File: src/itf_pkg.sv
// Constants shared by the contact I/O test-mode forcing block
package itf_pkg;
  localparam int APB_AW = 8;
  localparam logic [APB_AW-1:0] OFS_CTRL = 8'h00;
  localparam logic [APB_AW-1:0] OFS_IN_FORCE = 8'h04;
  localparam logic [APB_AW-1:0] OFS_OUT_FORCE = 8'h08;
  localparam logic [APB_AW-1:0] OFS_STATUS = 8'h0C;
  localparam logic [APB_AW-1:0] OFS_IN_STATE = 8'h10;
  localparam logic [APB_AW-1:0] OFS_OUT_STATE = 8'h14;
  // Control register fields
  localparam int CTRL_FN_EN_BIT = 0;
  localparam int CTRL_TRIG_SEL_BIT = 1;
  localparam logic CTRL_FN_EN_RST = 1'h0;
  localparam logic CTRL_TRIG_SEL_RST = 1'h0;
  localparam logic TRIG_SEL_CONST = 1'h0;
  localparam logic TRIG_SEL_OPERAND = 1'h1;
  // Status register fields
  localparam int STAT_ACTIVE_BIT = 0;
  localparam int STAT_LED_BIT = 1;
  // Per-channel force selections, two bits each
  localparam int SEL_W = 2;
  localparam logic [SEL_W-1:0] IN_SEL_DIS = 2'h0;
  localparam logic [SEL_W-1:0] IN_SEL_OPEN = 2'h1;
  localparam logic [SEL_W-1:0] IN_SEL_CLOSED = 2'h2;
  localparam logic [SEL_W-1:0] OUT_SEL_DIS = 2'h0;
  localparam logic [SEL_W-1:0] OUT_SEL_ENERGIZE = 2'h1;
  localparam logic [SEL_W-1:0] OUT_SEL_DEENERGIZE = 2'h2;
  localparam logic [SEL_W-1:0] OUT_SEL_FREEZE = 2'h3;
  localparam int N_IN_DEF = 8;
  localparam int N_OUT_DEF = 8;
  // Indicator flash timing
  localparam int CLK_PERIOD_NS = 10;
  localparam int FLASH_HALF_NS = 250000000;
  localparam int FLASH_HALF_CYC = FLASH_HALF_NS / CLK_PERIOD_NS;
endpackage

File: src/itf_top.sv
// Contact input/output test-mode forcing with an APB register slave
// What this block does
// - Test mode needs function enabled and trigger 1
// - Constant trigger: starts when function becomes enabled
// - Operand trigger: starts when operand becomes 1
// - Indicator flashes while test mode is active
// - Internal logic and operands pass untouched
// - Independent force selection per input and output
// - Disabled input reports its sensed terminal state
// - Open input reports 0 during test mode
// - Closed input reports 1 during test mode
// - Each input reverts when its own selection is disabled
// - Disabled output follows its control operand
// - Energize output is closed during test mode
// - De-energize output is open during test mode
// - Freeze output holds its state from entry
// - On reads as 1, off as 0
module itf_top #(
  parameter int N_IN = itf_pkg::N_IN_DEF,
  parameter int N_OUT = itf_pkg::N_OUT_DEF,
  parameter int FLASH_HALF_CYC = itf_pkg::FLASH_HALF_CYC
) (
  input wire logic i_ref_clk,
  input wire logic i_nrst,
  input wire logic i_psel,
  input wire logic i_penable,
  input wire logic i_pwrite,
  input wire logic [itf_pkg::APB_AW-1:0] i_paddr,
  input wire logic [31:0] i_pwdata,
  output logic [31:0] o_prdata,
  output logic o_pready,
  output logic o_pslverr,
  input wire logic i_trig_operand,
  input wire logic [N_IN-1:0] i_contact_in,
  input wire logic [N_OUT-1:0] i_out_ctrl,
  output logic [N_IN-1:0] o_in_report,
  output logic [N_OUT-1:0] o_out_drive,
  output logic o_test_active,
  output logic o_test_led
);
  import itf_pkg::*;

  function automatic logic [SEL_W-1:0] sel_at(input logic [31:0] vec, input int idx);
    sel_at = vec[idx*SEL_W +: SEL_W];
  endfunction

  // Configuration registers
  logic fn_en_r, fn_en_nxt, trig_sel_r, trig_sel_nxt;
  logic [SEL_W*N_IN-1:0] in_force_r, in_force_nxt;
  logic [SEL_W*N_OUT-1:0] out_force_r, out_force_nxt;
  // APB state
  logic pready_r, pready_nxt, pslverr_r, pslverr_nxt;
  logic [31:0] prdata_r, prdata_nxt;
  logic wr_take, addr_ok;
  // Pin synchronisers
  logic [N_IN-1:0] in_meta_r, in_sync_r;
  // Test mode and contact state
  logic test_r, test_nxt, trig_val;
  logic [N_IN-1:0] in_rep_r, in_rep_nxt;
  logic [N_OUT-1:0] out_r, out_nxt, frozen_r, frozen_nxt;
  logic led_r, led_nxt;
  logic [31:0] flash_cnt_r, flash_cnt_nxt;

  assign o_prdata = prdata_r;
  assign o_pready = pready_r;
  assign o_pslverr = pslverr_r;
  assign o_in_report = in_rep_r;
  assign o_out_drive = out_r;
  assign o_test_active = test_r;
  assign o_test_led = led_r;

  // APB slave: one wait state, write lands on the edge that samples pready
  // Unmapped offsets keep the same timing and answer with an error flag
  always_comb begin
    addr_ok = (i_paddr == OFS_CTRL) || (i_paddr == OFS_IN_FORCE) ||
              (i_paddr == OFS_OUT_FORCE) || (i_paddr == OFS_STATUS) ||
              (i_paddr == OFS_IN_STATE) || (i_paddr == OFS_OUT_STATE);
    wr_take = i_psel && i_penable && i_pwrite && pready_r;
    pready_nxt = i_psel && i_penable && !pready_r;
    pslverr_nxt = pready_nxt && !addr_ok;
    prdata_nxt = 32'h0000_0000;
    if (pready_nxt && !i_pwrite) begin
      unique case (i_paddr)
        OFS_CTRL: begin
          prdata_nxt[CTRL_FN_EN_BIT] = fn_en_r;
          prdata_nxt[CTRL_TRIG_SEL_BIT] = trig_sel_r;
        end
        OFS_IN_FORCE: prdata_nxt[SEL_W*N_IN-1:0] = in_force_r;
        OFS_OUT_FORCE: prdata_nxt[SEL_W*N_OUT-1:0] = out_force_r;
        OFS_STATUS: begin
          prdata_nxt[STAT_ACTIVE_BIT] = test_r;
          prdata_nxt[STAT_LED_BIT] = led_r;
        end
        OFS_IN_STATE: prdata_nxt[N_IN-1:0] = in_rep_r;
        OFS_OUT_STATE: prdata_nxt[N_OUT-1:0] = out_r;
        default: prdata_nxt = 32'h0000_0000;
      endcase
    end
  end

  always_ff @(posedge i_ref_clk or negedge i_nrst) begin
    if (!i_nrst) begin
      pready_r <= 1'b0;
      pslverr_r <= 1'b0;
      prdata_r <= 32'h0000_0000;
    end else begin
      pready_r <= pready_nxt;
      pslverr_r <= pslverr_nxt;
      prdata_r <= prdata_nxt;
    end
  end

  // Setting registers written by software
  always_comb begin
    fn_en_nxt = fn_en_r;
    trig_sel_nxt = trig_sel_r;
    in_force_nxt = in_force_r;
    out_force_nxt = out_force_r;
    if (wr_take) begin
      unique case (i_paddr)
        OFS_CTRL: begin
          fn_en_nxt = i_pwdata[CTRL_FN_EN_BIT];
          trig_sel_nxt = i_pwdata[CTRL_TRIG_SEL_BIT];
        end
        OFS_IN_FORCE: in_force_nxt = i_pwdata[SEL_W*N_IN-1:0];
        OFS_OUT_FORCE: out_force_nxt = i_pwdata[SEL_W*N_OUT-1:0];
        default: fn_en_nxt = fn_en_r;
      endcase
    end
  end

  always_ff @(posedge i_ref_clk or negedge i_nrst) begin
    if (!i_nrst) begin
      fn_en_r <= CTRL_FN_EN_RST;
      trig_sel_r <= CTRL_TRIG_SEL_RST;
      in_force_r <= '0;
      out_force_r <= '0;
    end else begin
      fn_en_r <= fn_en_nxt;
      trig_sel_r <= trig_sel_nxt;
      in_force_r <= in_force_nxt;
      out_force_r <= out_force_nxt;
    end
  end

  // Field contacts are asynchronous to the clock
  always_ff @(posedge i_ref_clk or negedge i_nrst) begin
    if (!i_nrst) begin
      in_meta_r <= '0;
      in_sync_r <= '0;
    end else begin
      in_meta_r <= i_contact_in;
      in_sync_r <= in_meta_r;
    end
  end

  // Test mode entry and contact overrides. Everything keys off test_nxt so
  // entry and exit take effect on all channels at the same edge.
  always_comb begin
    // A constant trigger lets the enable setting alone start and stop test mode
    trig_val = (trig_sel_r == TRIG_SEL_CONST) ? 1'b1 : i_trig_operand;
    test_nxt = fn_en_r && trig_val;
    // Capture from the drive register, the state the contacts held before entry
    frozen_nxt = (test_nxt && !test_r) ? out_r : frozen_r;
    for (int i = 0; i < N_IN; i++) begin
      // Revert is per channel, so a disabled channel tracks its pin while others stay forced
      in_rep_nxt[i] = in_sync_r[i];
      if (test_nxt) begin
        unique case (sel_at(32'(in_force_r), i))
          IN_SEL_OPEN: in_rep_nxt[i] = 1'b0;
          IN_SEL_CLOSED: in_rep_nxt[i] = 1'b1;
          default: in_rep_nxt[i] = in_sync_r[i];
        endcase
      end
    end
    for (int j = 0; j < N_OUT; j++) begin
      out_nxt[j] = i_out_ctrl[j];
      if (test_nxt) begin
        unique case (sel_at(32'(out_force_r), j))
          OUT_SEL_ENERGIZE: out_nxt[j] = 1'b1;
          OUT_SEL_DEENERGIZE: out_nxt[j] = 1'b0;
          OUT_SEL_FREEZE: out_nxt[j] = test_r ? frozen_r[j] : out_r[j];
          default: out_nxt[j] = i_out_ctrl[j];
        endcase
      end
    end
  end

  // Only the contact paths are touched; the trigger operand and control
  // operands are never gated, so upstream logic runs as in service.
  always_ff @(posedge i_ref_clk or negedge i_nrst) begin
    if (!i_nrst) begin
      test_r <= 1'b0;
      in_rep_r <= '0;
      out_r <= '0;
      frozen_r <= '0;
    end else begin
      test_r <= test_nxt;
      in_rep_r <= in_rep_nxt;
      out_r <= out_nxt;
      frozen_r <= frozen_nxt;
    end
  end

  // Indicator flash; lights at once on entry so a short test is still seen
  // The count restarts at every entry, so the first lit phase is a full half period
  always_comb begin
    flash_cnt_nxt = 32'h0000_0000;
    led_nxt = 1'b0;
    if (test_nxt && !test_r) begin
      led_nxt = 1'b1;
    end else if (test_nxt) begin
      if (flash_cnt_r >= 32'(FLASH_HALF_CYC - 1)) begin
        led_nxt = !led_r;
      end else begin
        flash_cnt_nxt = flash_cnt_r + 32'h0000_0001;
        led_nxt = led_r;
      end
    end
  end

  always_ff @(posedge i_ref_clk or negedge i_nrst) begin
    if (!i_nrst) begin
      flash_cnt_r <= 32'h0000_0000;
      led_r <= 1'b0;
    end else begin
      flash_cnt_r <= flash_cnt_nxt;
      led_r <= led_nxt;
    end
  end

  // One checker set per contact input
  for (genvar g = 0; g < N_IN; g++) begin : g_in_chk

  end

  // One checker set per contact output
  for (genvar h = 0; h < N_OUT; h++) begin : g_out_chk

  end
endmodule // itf_top
File: config.mk
export PLATFORM = sky130hd
export DESIGN_NAME = itf_top
export DESIGN_NICKNAME = d
export VERILOG_FILES = /design/src/itf_pkg.sv /design/src/itf_top.sv
export SDC_FILE = /design/constraint.sdc
export NUM_CORES = 1
export LEC_CHECK = 0
export ABC_AREA = 1
export BUFFER_PORTS_ARGS = -buffer_cell sky130_fd_sc_hd__clkbuf_2
export CAP_MARGIN = 20
export CORE_MARGIN = 10
export CORE_UTILIZATION = 62
export CTS_BUF_LIST = sky130_fd_sc_hd__clkbuf_8
export DETAILED_ROUTE_END_ITERATION = 7
export PLACE_DENSITY = 0.88
export SETUP_SLACK_MARGIN = 0.1
export SLEW_MARGIN = 25
export SYNTH_ARGS = -nofsm -noshare
export SYNTH_HDL_FRONTEND = slang
export SYNTH_SLANG_ARGS = --single-unit
File: constraint.sdc
create_clock -name i_ref_clk -period 2.5 [get_ports i_ref_clk]
set_input_delay 0.5 -clock i_ref_clk [delete_from_list [all_inputs] [get_ports i_ref_clk]]
set_output_delay 0.5 -clock i_ref_clk [all_outputs]
set_load 0.005 [all_outputs]
---- After elaboration in Yosys (flattened, before gate mapping) ----
Cells that the tools add are included.
word-level totals
  output and inout bits ................... 52
  bits of input ports ..................... 62
  word-level logic and storage cells ...... 151
  bits in registers ....................... 126
cells by class
  magnitude comparators ................... 1
  reduce and logical (&&, ||, !) cells .... 22
  mux-type cells .......................... 51
  $add $sub $neg .......................... 1
  eq/ne operators ......................... 54
operators with widths
  kind                                                                                    count
  32-bit two-way mux                                                                      3
  2-bit equality test (second input constant)                                             24
  32-bit by 1-bit adder with 32-bit output (second input constant)                        1
  2-bit by 1-bit equality test with 1-bit output (second input constant)                  16
  32-bit by 25-bit greater-or-equal comparator with 1-bit output (second input constant)  1
  1-bit two-way mux                                                                       28
  3-bit inequality test (second input constant)                                           8
  1-bit one-hot mux with 3 select lines                                                   8
  6-bit one-hot mux with 4 select lines                                                   1
  8-bit by 4-bit equality test with 1-bit output (second input constant)                  2
  8-bit by 5-bit equality test with 1-bit output (second input constant)                  2
  16-bit two-way mux                                                                      1
  1-bit one-hot mux with 2 select lines                                                   8
  8-bit one-hot mux with 2 select lines                                                   1
  2-bit one-hot mux with 6 select lines                                                   1
  8-bit by 3-bit equality test with 1-bit output (second input constant)                  1
  1-bit logical AND                                                                       8
  8-bit zero test                                                                         1
  2-bit AND reduction                                                                     3
  1-bit zero test                                                                         5
  1-bit logical OR                                                                        5
  3-bit by 1-bit inequality test with 1-bit output (second input constant)                1

---- Logic depth before layout (Yosys ltp) ----
  depth after elaboration ................. 8
  depth in mapped cells ................... 10
  mapped depth without buffers ............ 10

---- Worst setup path after synthesis ----
Ideal clock, no wire load.
  kind .................................... input to register
  start point ............................. input i_paddr[7] (netlist name)
  end point ............................... register out_force_r[10]
  path slack .............................. 991 ps
  required time ........................... 2370 ps
  setup time .............................. 130 ps
  data arrival time ....................... 1379 ps
  path buffers ............................ 1
  stages on the path ...................... 9
  path through ............................ nor2_1 -> nand3_2 -> inv_1 -> nand2_2 -> inv_2 -> nand2_2 -> buf_2 -> nand2_1 -> o21ai_0
on the way
  cells in the longest elaborated chain, start to end .. 2
ends and longest elaborated chain
  what                                            line            RTL
  start, declared                                 itf_top.sv:28   input wire logic [itf_pkg::APB_AW-1:0] i_paddr,
  8-bit by 4-bit equality test with 1-bit output  itf_top.sv:120  unique case (i_paddr)
  2-bit AND reduction (no source line)            --
  end signal, assigned                            itf_top.sv:142  out_force_r <= out_force_nxt;
  end, declared                                   itf_top.sv:50   logic [SEL_W*N_OUT-1:0] out_force_r, out_force_nxt;
Every way passes these cells.
A chain may end at the register's enable or synchronous reset.

---- Worst setup path after layout ----
  start point ............................. register trig_sel_r
  end point ............................... register frozen_r[6]
on the way
  cells in the longest elaborated chain, start to end .. 3
ends and longest elaborated chain
  what                    line            RTL
  start, declared         itf_top.sv:48   logic fn_en_r, fn_en_nxt, trig_sel_r, trig_sel_nxt;
  start signal, assigned  itf_top.sv:140  trig_sel_r <= trig_sel_nxt;
  1-bit two-way mux       itf_top.sv:161  trig_val = (trig_sel_r == TRIG_SEL_CONST) ? 1'b1 : i_trig_operand;
  1-bit logical AND       itf_top.sv:162  test_nxt = fn_en_r && trig_val;
  1-bit logical AND       itf_top.sv:164  frozen_nxt = (test_nxt && !test_r) ? out_r : frozen_r;
  end signal, assigned    itf_top.sv:201  frozen_r <= frozen_nxt;
  end, declared           itf_top.sv:60   logic [N_OUT-1:0] out_r, out_nxt, frozen_r, frozen_nxt;
Every way passes these cells.

==> results.yml <==
status:
  status: "complete, no violations"
sta:
  fin_worst_skew_ns: 0.01004
  tightestPinTransition_ns: 0.5846
  final_hold_viol_count: 0
  max_freq_mhz: 550.4
  post-route-min-period_ns: 1.817
  slew_violations: 0
  post-route-period-util: 0.7268
  setup_viol: 0
  finalSetupTns_ns: 0
  slew_headroom: 0.6073
  rsz0062_at_grt: "false"
cells_and_area:
  drive_above_1_share: 0.1809
  final_net_count: 854
  syn2layout_area_growth_pct: 16.13
  fin_cells: 907
  fin_area_um2: 6710
  num_antenna_cells: 0
detailed_routing:
  drtIter0Drc: 490
  dr.pass1.iters: 6
  routed_wl_um: 14470
  drcViolationCount: 0
  wl_per_cell_um: 15.96
  postRouteAntennaNets: 0
  via_per_inst: 5.542
  vias: 5027
floorplanning:
  initial_utilization: 0.6313
  core_area_um2: 9153
  row_count: 35
  ios: 114
  dieArea_um2: 13580
  fp.dieW_um: 116.5
  die_h_um: 116.5
yosys:
  synth_top_cell_area_share: 0.5457
  synth_edf_count: 0
  ys.flop_type: "dfrtp_1"
  synth.distinct_cells: 30
  ys_ff_latch: 126
  synth_warnings: 0
  synth_common_cells: "nand2_1 (158), dfrtp_1 (126), inv_1 (94)"
  yosys.area.top_type: "dfrtp_1"
  avgSynthCellArea_um2: 8.485
  synth.most_common_cell: "nand2_1"
  syn_inst: 681
  ys_seq_area_frac: 0.5457
  synth_area_leaders: "dfrtp_1 (55%), nand2_1 (10%), inv_1 (6.1%)"
  synth-async-reset-ratio: 1.000
  synth_area_um2: 5778
placement:
  post_dp_cell_area_um2: 6290
  dp_hpwl_um: 10250
  dp.cells: 875
  io_buffers: 81
  finalWeightedCongestion: 0.8754
worst_setup_path:
  worstSetupStartpointType: "flip-flop"
  ff2ff_setup_slack_ns: 0.68
  slowest_stage: "dfrtp_1"
  critical_path.top_delay_family: "compound AO/OA/AOI/OAI gates"
  end_kind: "flip-flop"
  cp-startpoint: "trig_sel_r$_DFFE_PN0P_"
  r2r-start: "trig_sel_r$_DFFE_PN0P_"
  crit_buf_inv: 2
  critPathMaxStageDelay_ns: 0.41
  crit_type: "flip-flop to flip-flop"
  crit_chain: "a21oi_2 -> inv_2 -> nor2_4 -> inv_1 -> nand2_1 -> o21ai_0"
  cp_data_required_time_ns: 2.79
  arrival_ns: 2.11
  critPathMaxFanout: 16
clock_tree:
  clock-root-buffer: "clkbuf_8"
  cts.reportedPaths.clkPinSlew_ns: 0.08
  cts_hold_buf: 0
  cts_buffer_depth: 2
  cts.sinks: 126
  cts_max_level: 4
  post_cts_resized: 0
  cts_made_buffers: 17
  clk_latency_ns: 0.44
  cts_tree: "done"
  cts_setup_buffers: 0
global_routing:
  grt_pass1_wl_um: 23770
  grt_max_degree: 50
  grt_pass1_vias: 5112
  grt_antenna_before_repair: 0
  overflow: 0
  track_usage: 0.2230
flow_run:
  maxCapViolCount: 0
worst_hold_path:
  hold_path.class: "primary input to async pin"
power_and_ir_drop:
  peakVddDrop_mv: 0.4415
  powerDensity_nw_per_um2: 618.9
  leakagePower_nw: 3.249
## metal layers
layer / GRT usage / wire length (um) / vias up
met1: 0.2605 / 5532 / 2439
met4: 0.09143 / 347 / 0
met5: 0 / 0 / -
li1: - / - / 2310
met3: 0.06215 / 1161 / 43
met2: 0.3793 / 7430 / 235
## flip-flops by register name, indices dropped and copies added, names as in the netlist
name / cells
flash_cnt_r: 32
in_force_r: 16
o_prdata: 16
out_force_r: 16
frozen_r: 8
in_meta_r: 8
in_sync_r: 8
o_in_report: 8
o_out_drive: 8
fn_en_r: 1
o_pready: 1
o_pslverr: 1
o_test_active: 1
o_test_led: 1
trig_sel_r: 1
## cell usage in the layout (no fill, tap or decap), types with 4 or more instances in the layout
master    netlist  layout
o211ai_1        7       7
nor2_1         90      90
clkbuf_2        0      80
conb_1          1      23
a21oi_1        16      16
nand2_2         4       4
nor3_1         12      12
dfrtp_1       126     126
inv_6           0       4
nand4_1         4       4
clkinv_4        0       4
inv_1          94      95
ha_1            9       9
nand3_1        33      33
o21ai_0        63      63
nand2_1       158     158
clkbuf_8        0      17
xor2_1          8       8
buf_4          17       8
mux2_2          8       8
## area by class of cell
cell class / count / area (um^2)
clock inverter: 15 / 186.4
inverter: 96 / 360.3
multi-input combinational: 453 / 2157
clock buffer: 17 / 234.0
fill: 651 / 2442
tap: 111 / 138.9
sequential: 126 / 3153
timing repair buffer: 89 / 480.5
## power by group
part	internal (mW)	switching, mW	leakage [nW]
Sequential	2.08	0.0266	1.63
Clock	0.999	0.868	0.205
Combinational	0.0637	0.112	1.41
## logic make-up after synthesis
| kind of cell | after synthesis | synth area share |
|---|---|---|
| other | 1 | 0.0006490 |
| multiplexers | 8 | 0.01559 |
| XOR/XNOR | 8 | 0.01213 |
| adder cells (fa/ha/maj) | 9 | 0.01949 |
| AO/OA/AOI/OAI | 95 | 0.08835 |
| AND/OR/NAND/NOR | 310 | 0.2228 |
| buffers and inverters | 124 | 0.09528 |
| flip-flops | 126 | 0.5457 |
## final timing paths
path | endpoint | cells after the start
max in group asynchronous | flash_cnt_r[6]$_DFF_PN0_ | 2
min in group i_ref_clk | in_meta_r[1]$_DFF_PN0_ | 1
worst max-delay path | frozen_r[6]$_DFFE_PN0P_ | 6
worst min register to register | in_sync_r[7]$_DFF_PN0_ | 0
worst max register to register | frozen_r[6]$_DFFE_PN0P_ | 6
worst min-delay path | flash_cnt_r[20]$_DFF_PN0_ | 1
## metrics by stage
stage,util,hold slack (ns),worst slack [ns],power (mW)
final,0.7332,0.01867,0.6831,4.153
after global routing,0.7332,0.04355,0.5196,4.291
after CTS,0.7332,0.02830,0.6790,4.170
after detailed placement,0.6872,0.3364,0.4822,2.322
after global placement,0.6872,0.3325,0.5218,2.312
after floorplan,-,0.2044,0.9906,2.217
## worst register-to-register path: stages, from the launching register on
cell and delay [ns]:
dfrtp_1 0.41, a21oi_2 0.31, inv_2 0.10, nor2_4 0.26, inv_1 0.31, nand2_1 0.16
o21ai_0 0.12
(Power assumes the default switching activity.)
